## src/inc/break_modem_defines.svh

```systemverilog
// constants for the break mask and modem sequencer
`ifndef BREAK_MODEM_DEFINES_SVH
`define BREAK_MODEM_DEFINES_SVH

// ----------------------------------------
// timebase
// ----------------------------------------
`define CLK_HZ 25000000
`define CONNECT_WAIT_S 20
`define HOLD_S 6
`define LOSS_MS 300
`define CONNECT_WAIT_CYC (`CONNECT_WAIT_S * `CLK_HZ)
`define HOLD_CYC (`HOLD_S * `CLK_HZ)
`define LOSS_CYC ((`CLK_HZ / 1000) * `LOSS_MS)

// ----------------------------------------
// mask layout
// ----------------------------------------
`define MASK_W 8
`define MASK_RESET 8'h00
`define MASK_IO_ERR_BIT 0
`define MASK_DIG_BIT 1
`define MASK_ALARM_BIT 2
`define MASK_INTERVAL_BIT 3
`define MASK_MSG_BIT 4
`define MASK_PON_BIT 5
`define MASK_MASTER_BIT 6

// ----------------------------------------
// modem line indices
// ----------------------------------------
`define LINE_COUNT 3
`define LINE_CTS 0
`define LINE_DSR 1
`define LINE_DCD 2

`endif

```

## src/inc/break_modem_pkg.sv

```systemverilog
// types shared by the break mask and modem sequencer
`include "break_modem_defines.svh"

package break_modem_pkg;
    typedef logic [`MASK_W-1:0] mask_type;
    typedef logic [`LINE_COUNT-1:0] lines_type;
    typedef enum logic [1:0] {
        ST_DIRECT,
        ST_WAIT,
        ST_CONNECTED,
        ST_HOLD
    } modem_state_type;
endpackage

```

## src/inc/modem_lines_if.sv

```systemverilog
// modem status lines, raw from the pins and filtered
`timescale 1ns/10ps
`default_nettype none
`include "break_modem_defines.svh"

interface modem_lines_if;
    logic [`LINE_COUNT-1:0] raw;
    logic [`LINE_COUNT-1:0] clean;
    modport sync (input raw, output clean);
    modport user (output raw, input clean);
endinterface

`default_nettype wire

```

## src/design/break_mask_and_modem_sequencer.sv

```systemverilog
// break mask gating and modem connect/disconnect sequencer
//
// Contract
// with mask bit 0 and bit 6 set, a uart parity, overrun or framing error raises a break.
// bit 3 enables break on interval expiry, bit 2 on alarm match, bit 1 on plug-in interrupt.
// the mask-set command loads all eight mask bits straight from its operand.
// no source raises a break unless master enable bit 6 is set.
// modem mode keeps all direct sources and adds break events for the disconnect sequences.
// on power-on in modem mode terminal ready and request to send are asserted.
// the modem asserts clear to send and data set ready on a call, then carrier detect.
// if the three modem lines are not all up within 20 s, the disconnect sequence starts.
// the disconnect sequence drops terminal ready for 6 s.
// commands from the controller and front panel are refused during the hold.
// once connected, carrier, data set ready or terminal ready down 300 ms disconnects.
// in modem mode the device is the terminal side and answers incoming calls.
// the device never originates or dials a call.
// with mask bit 5 and bit 6 set, power-up or extender recovery raises a break; in the code power-up never does, the mask still being 8'h00.
// with mask bit 4 and bit 6 set, a message that cannot be executed raises a break.
// after the hold, terminal ready returns and the device waits again, mask unchanged.
`timescale 1ns/10ps
`default_nettype none
`include "break_modem_defines.svh"

module break_mask_and_modem_sequencer #(
    parameter logic [31:0] WAIT_CYCLES = `CONNECT_WAIT_CYC,
    parameter logic [31:0] HOLD_CYCLES = `HOLD_CYC,
    parameter logic [31:0] LOSS_CYCLES = `LOSS_CYC
) (
    input wire logic clk_sys_in,
    input wire logic nrst_in,
    // mask-set command
    input wire logic mask_wr_in,
    input wire break_modem_pkg::mask_type mask_data_in,
    // event sources, one-cycle pulses on this clock
    input wire logic uart_parity_err_in,
    input wire logic uart_overrun_err_in,
    input wire logic uart_framing_err_in,
    input wire logic digital_intr_in,
    input wire logic alarm_match_in,
    input wire logic interval_expired_in,
    input wire logic msg_not_exec_in,
    input wire logic extender_recovered_in,
    // mode select, static configuration on this clock
    input wire logic modem_mode_in,
    // modem status pins, asynchronous
    input wire logic cts_in,
    input wire logic dsr_in,
    input wire logic dcd_in,
    // modem control pins and status
    output logic dtr_out,
    output logic rts_out,
    output logic break_out,
    output logic cmd_refuse_out,
    output logic connected_out
);

    import break_modem_pkg::*;

    // ----------------------------------------
    // elaboration checks
    // ----------------------------------------
    // a zero count would make the compare below wait for an all-ones timer
    if (WAIT_CYCLES == 32'h0000_0000) begin : g_bad_wait
        $error("WAIT_CYCLES must be at least one");
    end
    if (HOLD_CYCLES == 32'h0000_0000) begin : g_bad_hold
        $error("HOLD_CYCLES must be at least one");
    end
    if (LOSS_CYCLES == 32'h0000_0000) begin : g_bad_loss
        $error("LOSS_CYCLES must be at least one");
    end

    // ----------------------------------------
    // declarations
    // ----------------------------------------
    mask_type mask_q;
    modem_state_type state_q;
    modem_state_type state_d;
    logic [31:0] timer_q;
    logic timer_clr;
    logic pon_pend_q;
    logic break_q;
    logic dtr_q;
    logic rts_q;
    logic refuse_q;
    logic connected_q;
    lines_type lines_clean;
    logic lines_all_up;
    logic line_lost;
    logic io_err;
    logic pon_evt;
    logic disc_evt;
    logic src_hit;

    // ----------------------------------------
    // modem line synchroniser
    // ----------------------------------------
    modem_lines_if lines_if ();

    // gather pins into the carrier
    assign lines_if.raw[`LINE_CTS] = cts_in;
    assign lines_if.raw[`LINE_DSR] = dsr_in;
    assign lines_if.raw[`LINE_DCD] = dcd_in;
    assign lines_clean = lines_if.clean;

    modem_line_filter u_filter (
        .clk_sys_in(clk_sys_in),
        .nrst_in(nrst_in),
        .lines(lines_if.sync)
    );

    // the modem raises these on an incoming call
    assign lines_all_up = &lines_clean;
    // own terminal ready is counted too, though it never drops while connected
    assign line_lost = !lines_clean[`LINE_DCD]
        || !lines_clean[`LINE_DSR]
        || !dtr_q;

    // ----------------------------------------
    // interrupt mask
    // ----------------------------------------
    // whole operand replaces the mask; refused while the hold runs
    always_ff @(posedge clk_sys_in) begin
        if (!nrst_in) begin
            mask_q <= `MASK_RESET;
        end else if (mask_wr_in && !refuse_q) begin
            mask_q <= mask_data_in;
        end
    end

    // ----------------------------------------
    // power-on event
    // ----------------------------------------
    // one event in the first cycle after reset release
    always_ff @(posedge clk_sys_in) begin
        if (!nrst_in) begin
            pon_pend_q <= 1'b1;
        end else begin
            pon_pend_q <= 1'b0;
        end
    end

    assign pon_evt = pon_pend_q || extender_recovered_in;

    // ----------------------------------------
    // break source gating
    // ----------------------------------------
    assign io_err = uart_parity_err_in || uart_overrun_err_in || uart_framing_err_in;

    // disconnect starts are extra sources only in modem mode
    assign disc_evt = (state_q != ST_HOLD) && (state_d == ST_HOLD);

    // each direct source needs a mask bit, bit 0 serving all three uart errors; disconnect starts need none
    always_comb begin
        src_hit = 1'b0;
        if (mask_q[`MASK_IO_ERR_BIT] && io_err) begin
            src_hit = 1'b1;
        end
        if (mask_q[`MASK_DIG_BIT] && digital_intr_in) begin
            src_hit = 1'b1;
        end
        if (mask_q[`MASK_ALARM_BIT] && alarm_match_in) begin
            src_hit = 1'b1;
        end
        if (mask_q[`MASK_INTERVAL_BIT] && interval_expired_in) begin
            src_hit = 1'b1;
        end
        if (mask_q[`MASK_MSG_BIT] && msg_not_exec_in) begin
            src_hit = 1'b1;
        end
        if (mask_q[`MASK_PON_BIT] && pon_evt) begin
            src_hit = 1'b1;
        end
        if (disc_evt) begin
            src_hit = 1'b1;
        end
    end

    // master enable gates every source, one-cycle break pulse
    always_ff @(posedge clk_sys_in) begin
        if (!nrst_in) begin
            break_q <= 1'b0;
        end else begin
            break_q <= mask_q[`MASK_MASTER_BIT] && src_hit;
        end
    end

    // ----------------------------------------
    // modem sequencer
    // ----------------------------------------
    // direct: lines idle, only the mask sources count
    // wait: answer side, counting the connect window
    // connected: loss count runs while carrier, data set ready or terminal ready is down
    // hold: terminal ready down, commands refused
    // leaving modem mode from any state drops straight back to direct
    // the device only answers; no state ever drives a call out
    always_comb begin
        state_d = state_q;
        timer_clr = 1'b0;
        unique case (state_q)
            ST_DIRECT: begin
                if (modem_mode_in) begin
                    state_d = ST_WAIT;
                end
            end
            ST_WAIT: begin
                // answer side: wait for the remote to call in
                if (lines_all_up) begin
                    state_d = ST_CONNECTED;
                end else if (timer_q == WAIT_CYCLES - 32'h0000_0001) begin
                    state_d = ST_HOLD;
                end
            end
            ST_CONNECTED: begin
                // loss must be continuous; any recovery restarts the count
                if (!line_lost) begin
                    timer_clr = 1'b1;
                end else if (timer_q == LOSS_CYCLES - 32'h0000_0001) begin
                    state_d = ST_HOLD;
                end
            end
            ST_HOLD: begin
                if (timer_q == HOLD_CYCLES - 32'h0000_0001) begin
                    state_d = ST_WAIT;
                end
            end
        endcase
        // leaving modem mode aborts the sequence at once
        if (!modem_mode_in) begin
            state_d = ST_DIRECT;
        end
    end

    // state register
    always_ff @(posedge clk_sys_in) begin
        if (!nrst_in) begin
            state_q <= ST_DIRECT;
        end else begin
            state_q <= state_d;
        end
    end

    // one shared timer, restarted on every state change
    always_ff @(posedge clk_sys_in) begin
        if (!nrst_in) begin
            timer_q <= 32'h0000_0000;
        end else if (state_d != state_q || timer_clr) begin
            timer_q <= 32'h0000_0000;
        end else if (state_q != ST_DIRECT) begin
            timer_q <= timer_q + 32'h0000_0001;
        end
    end

    // ----------------------------------------
    // modem control outputs
    // ----------------------------------------
    // terminal ready, registered from the next state so the pin moves with it
    always_ff @(posedge clk_sys_in) begin
        if (!nrst_in) begin
            dtr_q <= 1'b0;
        end else begin
            // down only in the hold and in direct mode
            dtr_q <= (state_d == ST_WAIT) || (state_d == ST_CONNECTED);
        end
    end

    // request to send stays up through the hold; the modem watches terminal ready
    always_ff @(posedge clk_sys_in) begin
        if (!nrst_in) begin
            rts_q <= 1'b0;
        end else begin
            rts_q <= (state_d != ST_DIRECT);
        end
    end

    // command refusal follows the hold exactly
    always_ff @(posedge clk_sys_in) begin
        if (!nrst_in) begin
            refuse_q <= 1'b0;
        end else begin
            refuse_q <= (state_d == ST_HOLD);
        end
    end

    // connection status for the host side
    always_ff @(posedge clk_sys_in) begin
        if (!nrst_in) begin
            connected_q <= 1'b0;
        end else begin
            connected_q <= (state_d == ST_CONNECTED);
        end
    end

    // ----------------------------------------
    // outputs
    // ----------------------------------------
    assign dtr_out = dtr_q;
    assign rts_out = rts_q;
    assign break_out = break_q;
    assign cmd_refuse_out = refuse_q; // front panel and serial parser both obey it
    assign connected_out = connected_q;

endmodule

`default_nettype wire

```

## src/design/modem_line_filter.sv

```systemverilog
// three-stage synchroniser and agreement filter for the modem lines
`timescale 1ns/10ps
`default_nettype none
`include "break_modem_defines.svh"

module modem_line_filter (
    input wire logic clk_sys_in,
    input wire logic nrst_in,
    modem_lines_if.sync lines
);

    // ----------------------------------------
    // per-line synchroniser
    // ----------------------------------------
    genvar i;
    generate
        for (i = 0; i < `LINE_COUNT; i++) begin : g_line
            logic s1_q;
            logic s2_q;
            logic s3_q;
            logic clean_q;
            // s1 feeds only s2, so metastability never reaches a gate
            always_ff @(posedge clk_sys_in) begin
                if (!nrst_in) begin
                    s1_q <= 1'b0;
                    s2_q <= 1'b0;
                    s3_q <= 1'b0;
                end else begin
                    s1_q <= lines.raw[i];
                    s2_q <= s1_q;
                    s3_q <= s2_q;
                end
            end
            // a change counts once stages two and three agree
            always_ff @(posedge clk_sys_in) begin
                if (!nrst_in) begin
                    clean_q <= 1'b0;
                end else if (s2_q == s3_q) begin
                    clean_q <= s3_q;
                end
            end
            assign lines.clean[i] = clean_q;
        end
    endgenerate

endmodule

`default_nettype wire

```

## config.mk

```make
export PLATFORM = sky130hd
export DESIGN_NAME = break_mask_and_modem_sequencer
export DESIGN_NICKNAME = d
export VERILOG_FILES = /design/src/inc/break_modem_pkg.sv /design/src/inc/modem_lines_if.sv /design/src/design/break_mask_and_modem_sequencer.sv /design/src/design/modem_line_filter.sv
export VERILOG_INCLUDE_DIRS = /design/src /design/src/inc
export SDC_FILE = /design/constraint.sdc
export NUM_CORES = 1
export LEC_CHECK = 0
export ABC_AREA = 1
export BUFFER_PORTS_ARGS = -buffer_cell sky130_fd_sc_hd__buf_2
export CAP_MARGIN = 10
export CORE_MARGIN = 2
export CORE_UTILIZATION = 50
export CTS_BUF_LIST = sky130_fd_sc_hd__clkbuf_4 sky130_fd_sc_hd__clkbuf_8 sky130_fd_sc_hd__clkbuf_16
export DETAILED_ROUTE_END_ITERATION = 10
export PLACE_DENSITY = 0.8
export SLEW_MARGIN = 5
export SYNTH_ARGS = -nofsm -noshare
export SYNTH_HDL_FRONTEND = slang
export SYNTH_SLANG_ARGS = --single-unit
```

## constraint.sdc

```tcl
create_clock -name clk_sys_in -period 1.87 [get_ports clk_sys_in]
set_input_delay 0.187 -clock clk_sys_in [delete_from_list [all_inputs] [get_ports clk_sys_in]]
set_output_delay 0.187 -clock clk_sys_in [all_outputs]
set_load 0.02 [all_outputs]
```

==> impl_metrics.ini <==
[global_routing]
antenna_found_initial = 0
grt-ovfl-total = 0
grt_pass1_vias = 2717
grt_max_degree = 25
track_usage = 0.2286
grt_first_pass_wirelength_um = 11770

[clocking]
numCtsBuffers = 9
tritoncts = done
cts_buffer_depth = 2
clock_sinks = 59
clk-insertion-delay-late_ps = 350
root_buffer = clkbuf_8
cts_htree_levels = 3
clk_pin_slew_ps = 60
postCtsHoldBufs = 0

[pwr]
pwr-share-comb = 0.074
power_mw = 2.664
p_switching_uw = 639.6
irDropWorstVdd_mv = 0.6418
switching_share = 0.2401
seq_power_share = 0.486
p_clk_frac = 0.441
power_density_nw_per_um2 = 680.6
cellInternalPower_mw = 2.024
leakagePower_nw = 1.662

[sta]
slew_violations = 0
fin_setup_tns_ps = -401.7
rsz0062_at_grt = yes
tightestPinTransition_ps = 414.7
finalSetupViolations = 25
skew_ps = 5.845
hold_viol = 0
slew_headroom = 0.7214
fin_ws_ps = -54.63
achievable-frequency_mhz = 519.6
fin_crit_sh = 1.029
fin_crit_ps = 1925

[critical_path]
r2r_slack_ps = -50
reg2reg_depth = 15
rr_startpoint = timer_q[23]
reg2reg_to = timer_q[21]
start_kind = flip-flop
cp-end-kind = flip-flop
worstPathRequired_ps = 2150
worstPathArrival_ps = 2210
crit_path_max_fanout = 6
crit_type = reg -> reg
endpoint = timer_q[21]
critPathLaunch = timer_q[23]

[synthesis]
synth_area_um2 = 3062
synth-seq-area-share = 0.3858
synth_area_leaders = dfxtp_1, nand2_1, nor2_1
synthCells = 421
netlist_top_cells_count = nand2_1, nor2_1, inv_1
yosys_warnings = 0
synth_flop_cell = dfxtp_1
yosys.area.top_type = dfxtp_1
synth.most_common_cell = nand2_1
synth-edff-count = 0
synth_top_area_share = 0.3858
ys_ff_latch = 59
ys_async_sr_fraction = 0
avgSynthCellArea_um2 = 7.272
syn_nets = 448
synthDistinctLibCells = 29

[drt]
top_layer_used = met4
routedWlPerCell_um = 13.32
wl_um = 7527
vias = 2928
drt-met1-wl_um = 3123
drc = 0
ant_nets = 0
dr_wl_met2_um = 3696
drt_iter0_drc = 205
vias_per_cell = 5.182
wl_met3_um = 482
drt-pass1-iter-count = 5

[floorplan]
die_area_um2 = 6765
dieWidth_um = 82.25
coreArea_um2 = 5921
placementRows = 28
die_h_um = 82.25
io_pins = 28
start_util = 0.5171

[placed_design]
port_buffers = 26
hpwl_um = 5173
place.gp.congestion = 0.9095

[cells_and_area]
syn2layout_area_growth_pct = 27.83
fill_cells = 462
post-route-util = 0.6610
drive_above_1_share = 0.2918
antenna-diode-count = 0
regArea_um2 = 1189
multi_input_area_um2 = 1747
nets = 512

[run_status]
status = complete, but fails checks
violations = setup timing

[min_path]
hp-class = in -> reg
hp-start = cts_in

[run]
maxCapViolCount = 0
## metal layers
layer | vias to the layer above | global-route usage
met5 | - | 0
met4 | 0 | 0.07667
met2 | 126 | 0.3952
met1 | 1338 | 0.2706
met3 | 28 | 0.06522
li1 | 1436 | -
## state kept, by name, summed over array words and instances (netlist names)
| register | count |
|---|---|
| break_out | 1 |
| cmd_refuse_out | 1 |
| connected_out | 1 |
| dtr_out | 1 |
| mask_q | 7 |
| pon_pend_q | 1 |
| rts_out | 1 |
| state_q | 2 |
| timer_q | 32 |
| u_filter.g_line.clean_q | 3 |
| u_filter.g_line.s1_q | 3 |
| u_filter.g_line.s2_q | 3 |
| u_filter.g_line.s3_q | 3 |
## power by group through the flow
stage,clock network [mW],registers [mW],logic [mW]
floorplan,0,1.32,0.0976
global placement,0,1.32,0.157
detailed placement,0,1.32,0.162
CTS,1.18,1.29,0.163
global route,1.24,1.30,0.212
finish,1.17,1.29,0.196
## worst max-delay path, cell delays in order, from the launching register on
cell and delay [ps]:
dfxtp_1 310, buf_4 140, inv_1 40, nand2_1 60
nor2_2 140, nand2_1 70, nor2_1 140, nand3_2 100
nand2_2 100, nand2_4 80, nand2_2 70, nand2_2 60
nor2_4 150, nand2_8 110, clkbuf_16 190, nor2_2 90
## through the flow
step / cell area, um^2 / cells / hold WS, ps / worst slack, ps
2_1_floorplan: 3062 / 421 / 284.6 / 127.0
3_3_place_gp: 3467 / 543 / 372.4 / 18.27
3_5_place_dp: 3467 / 543 / 376.2 / -73.22
4_1_cts: 3694 / 560 / 20.39 / 8.990
5_1_grt: 3914 / 565 / 24.94 / -178.2
6_report: 3914 / 565 / 24.16 / -54.63
## layout make-up
class	instances	share of cell area
clock buffer	11	0.03708
clock inverter	5	0.01343
inverter	62	0.05946
multi-input combinational	294	0.4463
sequential	59	0.3037
tap	75	0.02398
timing repair buffer	59	0.1160
## cell usage in the layout, fill, tap and decap left out, drive strengths merged, types with 3 or more instances in the layout
cell type    n
nor2       105
nand2       83
inv         62
dfxtp       59
buf         57
nand3       29
xor2        22
o21ai       16
clkbuf      13
nand4       10
nor3         8
a21oi        6
xnor2        4
ha           4
clkinv       3
## what timing repair did
action,CTS,global route
pin swaps,3,13
cloned,0,2
setup endpoints to repair,33,33
resized for setup,9,38
buffers inserted,1,3
## cells by family after synthesis
| kind of cell | count (synthesis) | share of synthesized area |
|---|---|---|
| AO/OA/AOI/OAI | 26 | 0.04659 |
| adder cells (fa/ha/maj) | 4 | 0.01635 |
| buffers and inverters | 68 | 0.09522 |
| multiplexers | 1 | 0.003269 |
| flip-flops | 59 | 0.3858 |
| XOR/XNOR | 26 | 0.07437 |
| AND/OR/NAND/NOR | 237 | 0.3784 |
## worst min-delay path by stage
stage / depth (start not counted) / endpoint
4_1_cts: 3 / u_filter.g_line[0].s1_q
3_5_place_dp: 3 / u_filter.g_line[1].s1_q
5_1_grt: 3 / u_filter.g_line[2].s1_q
3_3_place_gp: 3 / u_filter.g_line[2].s1_q
2_1_floorplan: 2 / u_filter.g_line[0].s1_q
6_report: 3 / u_filter.g_line[0].s1_q
Power figures use the tool's default switching activity.
